--- src/common/slext_pkg.sv ---
// Constants and types for the link status-extension block
package slext_pkg;
   localparam int unsigned CLK_HZ = 10_000_000;
   localparam int unsigned RCV_TMO_S = 25;
   localparam int unsigned OPEN_TMO_S = 3;
   localparam logic [2:0] SEVEN_ONES = 3'h7;
   localparam logic [7:0] FLAG_SEQ = 8'h7E;
   // Status bits are numbered from the MSB: bit 0 is position 7
   localparam int unsigned P_B0 = 7;
   localparam int unsigned P_B1 = 6;
   localparam int unsigned P_B2 = 5;
   localparam int unsigned P_B3 = 4;
   localparam int unsigned P_B4 = 3;
   localparam int unsigned P_B5 = 2;
   localparam int unsigned P_B6 = 1;
   localparam int unsigned P_B7 = 0;
   localparam int unsigned NEXT = 5;
   // Flags that also raise the return-request interlock, per extension
   localparam logic [7:0] ILK_MASK [1:NEXT] = '{8'h02, 8'h72, 8'h7F, 8'h2F, 8'h49};
   // Status flag byte code per extension, before the interlock bit
   localparam logic [7:0] SEL_CODE [1:NEXT] = '{8'h40, 8'h20, 8'h10, 8'h08, 8'h04};
   localparam logic [7:0] ILK_CODE = 8'h80;
   // Register byte offsets
   localparam logic [5:0] A_FLAG = 6'h00;
   localparam logic [5:0] A_SEL = 6'h04;
   localparam logic [5:0] A_EXT1 = 6'h08;
   localparam logic [5:0] A_EXT5 = 6'h18;
   localparam logic [5:0] A_CTRL = 6'h1C;
   localparam int unsigned CTRL_N_LSB = 0;
   localparam int unsigned N_W = 4;
   localparam int unsigned CTRL_OPEN = 8;
   localparam int unsigned CTRL_BUSY = 9;
   localparam logic [3:0] N_RST = 4'h3;
   localparam int unsigned NCNT = 3;
   typedef enum logic {SLEXT_OPEN_IDLE, SLEXT_OPEN_WAIT} slext_open_t;
endpackage

--- src/common/slext_line_if.sv ---
// Line pins and line events shared by the core and the line monitor
`timescale 1ns/1ps
interface slext_line_if;
   logic [5:0] pins;
   logic tx_active;
   logic rts_on;
   logic carrier_s;
   logic dsr_s;
   logic mrdy_s;
   logic flag_seen;
   logic seven_ones;
   logic cts_fault;
   modport core (output pins, tx_active, rts_on,
      input carrier_s, dsr_s, mrdy_s, flag_seen, seven_ones, cts_fault);
   modport mon (input pins, tx_active, rts_on,
      output carrier_s, dsr_s, mrdy_s, flag_seen, seven_ones, cts_fault);
endinterface

--- src/verilog/slext_line_mon.sv ---
// Pin synchroniser, flag and abort detector, clear-to-send watch
`timescale 1ns/1ps
module slext_line_mon (
   input wire logic clk,
   input wire logic srst,
   slext_line_if.mon lif
);
   // pins: 0 rx data, 1 rx clock, 2 carrier, 3 cts, 4 dsr, 5 modem ready
   logic [5:0] s1_q;
   logic [5:0] s2_q;
   logic rxc_q;
   logic [6:0] sh_q;
   logic [2:0] ones_q;
   logic in_frame_q;
   logic cts_bad_q;
   logic bit_en;
   logic cts_bad;

   always_ff @(posedge clk) begin
      if (srst) begin
         s1_q <= 6'h00;
         s2_q <= 6'h00;
         rxc_q <= 1'b0;
      end else begin
         s1_q <= lif.pins;
         s2_q <= s1_q;
         rxc_q <= s2_q[1];
      end
   end

   assign bit_en = s2_q[1] && !rxc_q;
   assign lif.carrier_s = s2_q[2];
   assign lif.dsr_s = s2_q[4];
   assign lif.mrdy_s = s2_q[5];

   always_ff @(posedge clk) begin
      if (srst) begin
         sh_q <= 7'h00;
         ones_q <= 3'h0;
         in_frame_q <= 1'b0;
         lif.flag_seen <= 1'b0;
         lif.seven_ones <= 1'b0;
      end else begin
         lif.flag_seen <= 1'b0;
         lif.seven_ones <= 1'b0;
         if (bit_en) begin
            sh_q <= {sh_q[5:0], s2_q[0]};
            ones_q <= s2_q[0] ? ones_q + 3'h1 : 3'h0;
            if ({sh_q, s2_q[0]} == slext_pkg::FLAG_SEQ) begin
               lif.flag_seen <= 1'b1;
               in_frame_q <= 1'b1;
            end else if (s2_q[0] && ones_q == slext_pkg::SEVEN_ONES - 3'h1) begin
               lif.seven_ones <= in_frame_q;
               in_frame_q <= 1'b0;
            end
         end
      end
   end

   assign cts_bad = lif.tx_active && lif.rts_on && !s2_q[3];

   always_ff @(posedge clk) begin
      if (srst) begin
         cts_bad_q <= 1'b0;
         lif.cts_fault <= 1'b0;
      end else begin
         cts_bad_q <= cts_bad;
         lif.cts_fault <= cts_bad && !cts_bad_q;
      end
   end
endmodule

--- src/verilog/slext_top.sv ---
// Status-extension flag logic of the link adapter with its register slave
`timescale 1ns/1ps
//
// Contract
// - Extension bit 0 is the interlock; every interlocking flag also sets it.
// - Status byte 40/C0..04/84 selects extension 1..5; top bit is interlock.
// - Extension 1 bit 1 after N poll retries with no response at all.
// - Extension 1 bit 2 when line active 25 seconds without flags.
// - Extension 1 bit 3 when open waits 3 seconds for modem and DSR.
// - Extension 1 bit 6 and interlock on offline unit coming online.
// - Extension 2 flag on a received frame failing its check.
// - Extension 2 flag on invalid address; bit 4 gives the reason.
// - Seven ones abort the frame and set sequence error (extension 2 bit 3); check error is not set.
// - Extension 2 flag when clear-to-send drops while sending with RTS.
// - Extension 3 bit 1 on NSA to DISC; control block left untouched.
// - Extension 3 bit 2 on NSA to SNRM, bit 6 on NSA to SIM.
// - Extension 3 bit 3 on ROL, bit 7 on RQI.
// - Extension 3 bit 4 on a command reject.
// - Extension 3 bit 5 on duplicate set-mode answers or unsolicited NSA.
// - Extension 4 bit 1 whenever a primary-busy command is sent.
// - Extension 4 bit 2 after N contact polls, bit 3 after N writes fail.
// - Extension 4 bit 4 on lost data; bit 7 too when no buffer.
// - Extension 4 bit 5 on short info frame, bit 6 on bad send count.
// - Extension 5 flag when a moved control unit sends a valid frame.
// - Extension 5 flag on good frame with receive count out of range.
// - Extension 5 flags on unknown command byte or unknown response.
module slext_top #(
   parameter int unsigned SEC_CYCLES = slext_pkg::CLK_HZ
) (
   input wire logic clk,
   input wire logic srst,
   input wire logic [5:0] avm_address,
   input wire logic avm_read,
   input wire logic avm_write,
   input wire logic [31:0] avm_writedata,
   input wire logic [3:0] avm_byteenable,
   output logic [31:0] avm_readdata,
   output logic avm_waitrequest,
   input wire logic rx_data_pin,
   input wire logic rx_clk_pin,
   input wire logic carrier_pin,
   input wire logic cts_pin,
   input wire logic dsr_pin,
   input wire logic modem_ready_pin,
   input wire logic tx_active,
   input wire logic rts_on,
   input wire logic ev_poll_tmo,
   input wire logic ev_poll_resp,
   input wire logic ev_unit_online,
   input wire logic ev_crc_err,
   input wire logic ev_bad_addr,
   input wire logic bad_addr_range,
   input wire logic ev_nsa_disc,
   input wire logic ev_nsa_snrm,
   input wire logic ev_nsa_sim,
   input wire logic ev_rol,
   input wire logic ev_rqi,
   input wire logic ev_cmd_rej,
   input wire logic ev_dup_resp,
   input wire logic ev_unsol_nsa,
   input wire logic ev_busy_sent,
   input wire logic ev_cpoll_tmo,
   input wire logic ev_cpoll_ack,
   input wire logic ev_iwr_tmo,
   input wire logic ev_iwr_ack,
   input wire logic ev_lost_nobuf,
   input wire logic ev_lost_rdexh,
   input wire logic ev_short_i,
   input wire logic ev_ns_err,
   input wire logic ev_cu_moved,
   input wire logic ev_nr_err,
   input wire logic ev_bad_resp,
   input wire logic ev_bad_cmd,
   output logic [7:0] status_flag_byte,
   output logic [7:0] status_extension_byte,
   output logic frame_abort
);
   localparam int unsigned RCV_LIM = slext_pkg::RCV_TMO_S * SEC_CYCLES;
   localparam int unsigned OPEN_LIM = slext_pkg::OPEN_TMO_S * SEC_CYCLES;

   slext_line_if lif ();

   slext_line_mon u_mon (
      .clk(clk),
      .srst(srst),
      .lif(lif.mon)
   );

   assign lif.pins = {modem_ready_pin, dsr_pin, cts_pin, carrier_pin, rx_clk_pin, rx_data_pin};
   assign lif.tx_active = tx_active;
   assign lif.rts_on = rts_on;

   // Maps a byte address to an extension number, 0 when not one
   function automatic logic [2:0] ext_of(input logic [5:0] a);
      logic [5:0] d;
      d = a - slext_pkg::A_EXT1;
      if (a < slext_pkg::A_EXT1 || a > slext_pkg::A_EXT5 || a[1:0] != 2'h0) begin
         return 3'h0;
      end
      return d[4:2] + 3'h1;
   endfunction

   logic [7:0] ext_q [1:slext_pkg::NEXT];
   logic [7:0] set_v [1:slext_pkg::NEXT];
   logic [7:0] clr_v [1:slext_pkg::NEXT];
   logic [3:0] retry_n_q;
   logic [3:0] rcnt_q [0:slext_pkg::NCNT-1];
   logic [slext_pkg::NCNT-1:0] r_tmo;
   logic [slext_pkg::NCNT-1:0] r_ack;
   logic [slext_pkg::NCNT-1:0] r_hit;
   logic [31:0] rcv_cnt_q;
   logic [31:0] open_cnt_q;
   logic rcv_hit;
   logic open_hit;
   logic open_go;
   logic wr_take;
   slext_pkg::slext_open_t open_st_q;

   // Bus: one wait cycle, then the request is answered
   assign wr_take = avm_write && !avm_waitrequest;
   assign open_go = wr_take && avm_byteenable[1] && avm_address == slext_pkg::A_CTRL
      && avm_writedata[slext_pkg::CTRL_OPEN];

   always_ff @(posedge clk) begin
      if (srst) begin
         avm_waitrequest <= 1'b1;
         avm_readdata <= 32'h0000_0000;
      end else if ((avm_read || avm_write) && avm_waitrequest) begin
         avm_waitrequest <= 1'b0;
         avm_readdata <= 32'h0000_0000;
         if (avm_read) begin
            if (avm_address == slext_pkg::A_FLAG) begin
               avm_readdata[7:0] <= status_flag_byte;
            end else if (avm_address == slext_pkg::A_SEL) begin
               avm_readdata[7:0] <= status_extension_byte;
            end else if (avm_address == slext_pkg::A_CTRL) begin
               avm_readdata[slext_pkg::CTRL_N_LSB +: slext_pkg::N_W] <= retry_n_q;
               avm_readdata[slext_pkg::CTRL_BUSY] <= open_st_q == slext_pkg::SLEXT_OPEN_WAIT;
            end else if (ext_of(avm_address) != 3'h0) begin
               avm_readdata[7:0] <= ext_q[ext_of(avm_address)];
            end
         end
      end else begin
         avm_waitrequest <= 1'b1;
      end
   end

   always_ff @(posedge clk) begin
      if (srst) begin
         retry_n_q <= slext_pkg::N_RST;
      end else if (wr_take && avm_byteenable[0] && avm_address == slext_pkg::A_CTRL) begin
         retry_n_q <= avm_writedata[slext_pkg::CTRL_N_LSB +: slext_pkg::N_W];
      end
   end

   // retry counters: poll, contact poll, info write
   assign r_tmo = {ev_iwr_tmo, ev_cpoll_tmo, ev_poll_tmo};
   assign r_ack = {ev_iwr_ack, ev_cpoll_ack, ev_poll_resp};

   genvar gi;
   generate
      for (gi = 0; gi < slext_pkg::NCNT; gi++) begin : g_retry
         assign r_hit[gi] = r_tmo[gi] && !r_ack[gi]
            && {1'b0, rcnt_q[gi]} + 5'h01 >= {1'b0, retry_n_q};
         always_ff @(posedge clk) begin
            if (srst || r_ack[gi] || r_hit[gi]) begin
               rcnt_q[gi] <= 4'h0;
            end else if (r_tmo[gi]) begin
               rcnt_q[gi] <= rcnt_q[gi] + 4'h1;
            end
         end
      end
   endgenerate

   // idle-receive timer, restarted by any flag or carrier loss
   assign rcv_hit = lif.carrier_s && !lif.flag_seen && rcv_cnt_q == RCV_LIM - 1;

   always_ff @(posedge clk) begin
      if (srst || !lif.carrier_s || lif.flag_seen || rcv_hit) begin
         rcv_cnt_q <= 32'h0000_0000;
      end else begin
         rcv_cnt_q <= rcv_cnt_q + 32'h0000_0001;
      end
   end

   // open waits for modem ready and DSR together
   assign open_hit = open_st_q == slext_pkg::SLEXT_OPEN_WAIT
      && !(lif.dsr_s && lif.mrdy_s) && open_cnt_q == OPEN_LIM - 1;

   always_ff @(posedge clk) begin
      if (srst) begin
         open_st_q <= slext_pkg::SLEXT_OPEN_IDLE;
         open_cnt_q <= 32'h0000_0000;
      end else begin
         case (open_st_q)
            slext_pkg::SLEXT_OPEN_IDLE: begin
               open_cnt_q <= 32'h0000_0000;
               if (open_go) begin
                  open_st_q <= slext_pkg::SLEXT_OPEN_WAIT;
               end
            end
            slext_pkg::SLEXT_OPEN_WAIT: begin
               open_cnt_q <= open_cnt_q + 32'h0000_0001;
               if ((lif.dsr_s && lif.mrdy_s) || open_hit) begin
                  open_st_q <= slext_pkg::SLEXT_OPEN_IDLE;
               end
            end
            default: begin
               open_st_q <= slext_pkg::SLEXT_OPEN_IDLE;
            end
         endcase
      end
   end

   // Event to flag mapping; bit positions count from the MSB
   always_comb begin
      for (int n = 1; n <= slext_pkg::NEXT; n++) begin
         set_v[n] = 8'h00;
         clr_v[n] = 8'h00;
         if (wr_take && avm_byteenable[0] && ext_of(avm_address) == n[2:0]) begin
            clr_v[n] = avm_writedata[7:0];
         end
      end
      set_v[1][slext_pkg::P_B1] = r_hit[0];
      set_v[1][slext_pkg::P_B2] = rcv_hit;
      set_v[1][slext_pkg::P_B3] = open_hit;
      set_v[1][slext_pkg::P_B6] = ev_unit_online;
      set_v[2][slext_pkg::P_B1] = ev_crc_err;
      set_v[2][slext_pkg::P_B2] = ev_bad_addr;
      set_v[2][slext_pkg::P_B4] = ev_bad_addr && bad_addr_range;
      clr_v[2][slext_pkg::P_B4] = clr_v[2][slext_pkg::P_B4] | ev_bad_addr;
      set_v[2][slext_pkg::P_B3] = lif.seven_ones;
      set_v[2][slext_pkg::P_B6] = lif.cts_fault;
      // disconnect answered; no control block clear is issued
      set_v[3][slext_pkg::P_B1] = ev_nsa_disc;
      set_v[3][slext_pkg::P_B2] = ev_nsa_snrm;
      set_v[3][slext_pkg::P_B6] = ev_nsa_sim;
      set_v[3][slext_pkg::P_B3] = ev_rol;
      set_v[3][slext_pkg::P_B7] = ev_rqi;
      set_v[3][slext_pkg::P_B4] = ev_cmd_rej;
      set_v[3][slext_pkg::P_B5] = ev_dup_resp || ev_unsol_nsa;
      set_v[4][slext_pkg::P_B1] = ev_busy_sent;
      set_v[4][slext_pkg::P_B2] = r_hit[1];
      set_v[4][slext_pkg::P_B3] = r_hit[2];
      set_v[4][slext_pkg::P_B4] = ev_lost_nobuf || ev_lost_rdexh;
      set_v[4][slext_pkg::P_B7] = ev_lost_nobuf;
      set_v[4][slext_pkg::P_B5] = ev_short_i;
      set_v[4][slext_pkg::P_B6] = ev_ns_err;
      set_v[5][slext_pkg::P_B1] = ev_cu_moved;
      set_v[5][slext_pkg::P_B4] = ev_nr_err;
      set_v[5][slext_pkg::P_B6] = ev_bad_resp;
      set_v[5][slext_pkg::P_B7] = ev_bad_cmd;
      for (int n = 1; n <= slext_pkg::NEXT; n++) begin
         set_v[n][slext_pkg::P_B0] = |(set_v[n] & slext_pkg::ILK_MASK[n]);
      end
   end

   // Set wins over a same-cycle write-one-to-clear
   always_ff @(posedge clk) begin
      for (int n = 1; n <= slext_pkg::NEXT; n++) begin
         if (srst) begin
            ext_q[n] <= 8'h00;
         end else begin
            ext_q[n] <= (ext_q[n] & ~clr_v[n]) | set_v[n];
         end
      end
   end

   always_ff @(posedge clk) begin
      if (srst) begin
         status_flag_byte <= 8'h00;
         status_extension_byte <= 8'h00;
      end else begin
         status_flag_byte <= 8'h00;
         status_extension_byte <= 8'h00;
         for (int n = slext_pkg::NEXT; n >= 1; n--) begin
            if (ext_q[n] != 8'h00) begin
               status_flag_byte <= slext_pkg::SEL_CODE[n]
                  | (ext_q[n][slext_pkg::P_B0] ? slext_pkg::ILK_CODE : 8'h00);
               status_extension_byte <= ext_q[n];
            end
         end
      end
   end

   always_ff @(posedge clk) begin
      if (srst) begin
         frame_abort <= 1'b0;
      end else begin
         frame_abort <= lif.seven_ones;
      end
   end
endmodule

--- config.mk ---
export PLATFORM = sky130hd
export DESIGN_NAME = slext_top
export DESIGN_NICKNAME = d
export VERILOG_FILES = /design/src/common/slext_pkg.sv /design/src/common/slext_line_if.sv /design/src/verilog/slext_line_mon.sv /design/src/verilog/slext_top.sv
export SDC_FILE = /design/constraint.sdc
export NUM_CORES = 1
export LEC_CHECK = 0
export ABC_CLOCK_PERIOD_IN_PS = 2700
export BUFFER_PORTS_ARGS = -buffer_cell sky130_fd_sc_hd__buf_2
export CAP_MARGIN = 20
export CORE_UTILIZATION = 55
export DETAILED_ROUTE_END_ITERATION = 7
export PLACE_DENSITY = 0.78
export SLEW_MARGIN = 40
export SYNTH_ARGS = -nofsm -noshare
export SYNTH_HDL_FRONTEND = slang
export SYNTH_SLANG_ARGS = --single-unit
--- constraint.sdc ---
create_clock -name clk -period 2.7 [get_ports clk]
set_input_delay 0.54 -clock clk [delete_from_list [all_inputs] [get_ports clk]]
set_output_delay 0.54 -clock clk [all_outputs]
set_load 0.01 [all_outputs]
==> run metrics <==
number of synthesized flops with an enable pin=12; Post-CTS Resized=0; Port Buffers=80; Num CTS Buffers=17; Post-CTS Hold Fix Bufs=0; Post-CTS Setup Bufs=0; initial antenna violation count=0; Synth cell types=80; Final Max Slew Viols=0; sequential element share of the synthesized area=42.3%; Post-Layout Inst Area=9570 um^2; die span in x=about 130 um; setup TNS=0 ns; Crit-path slowest cell=or3_1; share of cells above drive strength 1=16.2%; Fin Clk Skew=0.0141 ns; crit path DAT=~2.5 ns; starting density of the core=56.0%; crit path cell chain=ha_1 > and4_1 > nand3_1 > or3_1 > nand2_1 > buf_4 > nor2_1; crit path time final=2.20 ns; die footprint=about 16,000 um^2; clock sinks=173; Setup CP Type=reg -> reg; Tcrit/Tclk final=81.7%; Rel. slew slack=54.5%; status=complete, no violations; CTS root buf=clkbuf_16; Ys Warns=0; Worst Max-Slew Pin Slew=0.681 ns; num ports=131; hold_ws=0.308 ns; Power, Total=5.53 mW; worst vdd ir=between 500 and 600 uV; grt total ovfl=0; Core Util, Final=around 63%; delay of the slowest critical-path stage=0.47 ns; Mapped Area=8480 um^2; crit path launch type=register; Hold Fails Final Rpt=0; pre-CTS setup slack=0.240 ns; CP Max Fanout=27; later-pin clock latency in the skew report=0.44 ns; Vias/cell=slightly below 6; post-DR wirelength/cell=~17 um; first-pass GRT wire length=between 30,000 and 40,000 um; H-tree Lvls=4; via count=7,230; dpl cell area=~9000 um^2; Placer Congestion=0.957; detailed-route DRC error count=0; syn avg cell area=roughly 9 um^2; most frequent cells in the layout=161 x dfxtp_1, 107 x nor2_1, 80 x buf_2; n_diodes=0; DR pass1 iterations=5; gr usage total=between 20% and 30%; Syn-to-layout area delta=12.9%; Mapped Cells=931; MaxCap Viol Count=0; commonest non-fill, non-tap cell in the layout=dfxtp_1; Worst Hold Class=in -> reg; core area=15,100 um^2; crit path capture type=register; Req. time, crit path=3.02 ns; setup slack after layout=0.495 ns; die span in y=between 100 and 150 um; post-DP HPWL=15,100 um; clk buf depth=2; CTS tree=built; LEAKAGE=between 3 and 4 nW; synthesized flop and latch total=173; number of global-route vias before repair=between 6,000 and 7,000; Pwr per Cell Area=577 nW/um^2; Post-synth ARST share=0%; RSZ-0062 raised after global routing=false; Worst-path clk slew=0.06 ns; drt total wl=around 20,000 um; initial drt markers=approximately 630; Nets=1,115; Post-DRT Antenna Nets=0; largest net degree at the start of global routing=32; Placed Cells incl. Taps=1,180; Setup violations, final=0; Core Rows=45; Post-synth top flop=dfxtp_1; Final Non-Filler Cells=1,212; fmax=454 MHz
==> critical path, delay by kind of cell (launching register included) <==
kind	cells	cell delay, ns
buffers and inverters	1	0.32
AND/OR/NAND/NOR	5	1.14
adder cells (fa/ha/maj)	1	0.24
flip-flops	1	0.37
==> routing by layer <==
layer | share of wire, % | vias to the layer above | track usage, %
met1 | 45 | 3437 | 35.1
met5 | 0 | - | 0
met3 | 5.8 | 47 | 4.93
met4 | 2.9 | 0 | 11.7
met2 | 46 | 249 | 42.8
li1 | - | 3497 | -
==> path summary, 6_finish.rpt <==
kind	start	to	slack, ns	cells after the start
setup / recovery	rcv_cnt_q[0]	rcv_cnt_q[21]	0.50	7
hold / removal	cts_pin	u_mon.s1_q[3]	0.31	2
setup reg to reg	rcv_cnt_q[0]	rcv_cnt_q[21]	0.50	7
hold reg to reg	u_mon.cts_bad_q	u_mon.lif.cts_fault	0.39	1
==> cell families after synthesis <==
kind of cell    after synthesis  share of synthesized area (%)
simple gates                389                           25.2
xor+xnor                     62                           6.58
flops                       173                           42.3
fa+ha+maj                    23                           3.39
buf+inv                      87                           5.27
compound gates              186                           16.0
mux                          10                           1.23
other cells                   1                         0.0442
==> synth_stat cells, drive strengths merged, types with 4 or more instances <==
library cell  count  share of area (%)
and3             22                1.6
dfxtp           161                 38
a32oi             4               0.41
nor2b            25                1.8
nand4            37                2.9
nor3             16                1.1
a311oi           12                1.4
a21o              7               0.62
ha               23                3.4
xnor2            26                2.8
nand2            61                2.8
clkbuf           23                1.0
o21a             20                1.8
a31o              6               0.62
nand2b            6               0.44
nor4b             5               0.52
or3              10               0.74
nand3            33                2.0
nor4             25                2.6
a31oi             9               0.66
or4               7               0.66
a21boi           18                1.6
a211oi            8               0.71
buf              41                3.2
xor2             36                3.8
and2             12               0.89
o21ai            28                1.7
nor2            108                4.9
inv              22               0.97
edfxtp           12                4.3
mux2i             7               0.83
a21oi            38                2.2
a222oi            7               0.83
and4              8               0.83
==> flip-flops by register name, indices dropped and copies added, names as in the netlist, 3 cells and up <==
signal                 cells
avm_readdata               9
ext_q                     40
open_cnt_q                32
rcnt_q                    12
rcv_cnt_q                 32
retry_n_q                  4
status_extension_byte      8
status_flag_byte           5
u_mon.ones_q               3
u_mon.s1_q                 6
u_mon.s2_q                 6
u_mon.sh_q                 7
==> layout make-up <==
cell class / instances / area [um^2]
fillers: 1299 / 5580
clock inverters: 13 / 116
clock buffers: 19 / 454
repair buffers: 101 / 558
flip-flops and latches: 173 / 3580
well taps: 188 / 235
inverters: 23 / 86.3
multi-input cells: 695 / 4540
==> report_power, final <==
| part | leakage (nW) | switching (mW) | internal (mW) | total, mW |
|---|---|---|---|---|
| Sequential | 1.45 | 0.0649 | 2.64 | 2.71 |
| Clock | 0.263 | 1.04 | 1.32 | 2.36 |
| Combinational | 1.92 | 0.279 | 0.181 | 0.460 |
Note: power is estimated with default switching activity, not from simulation.
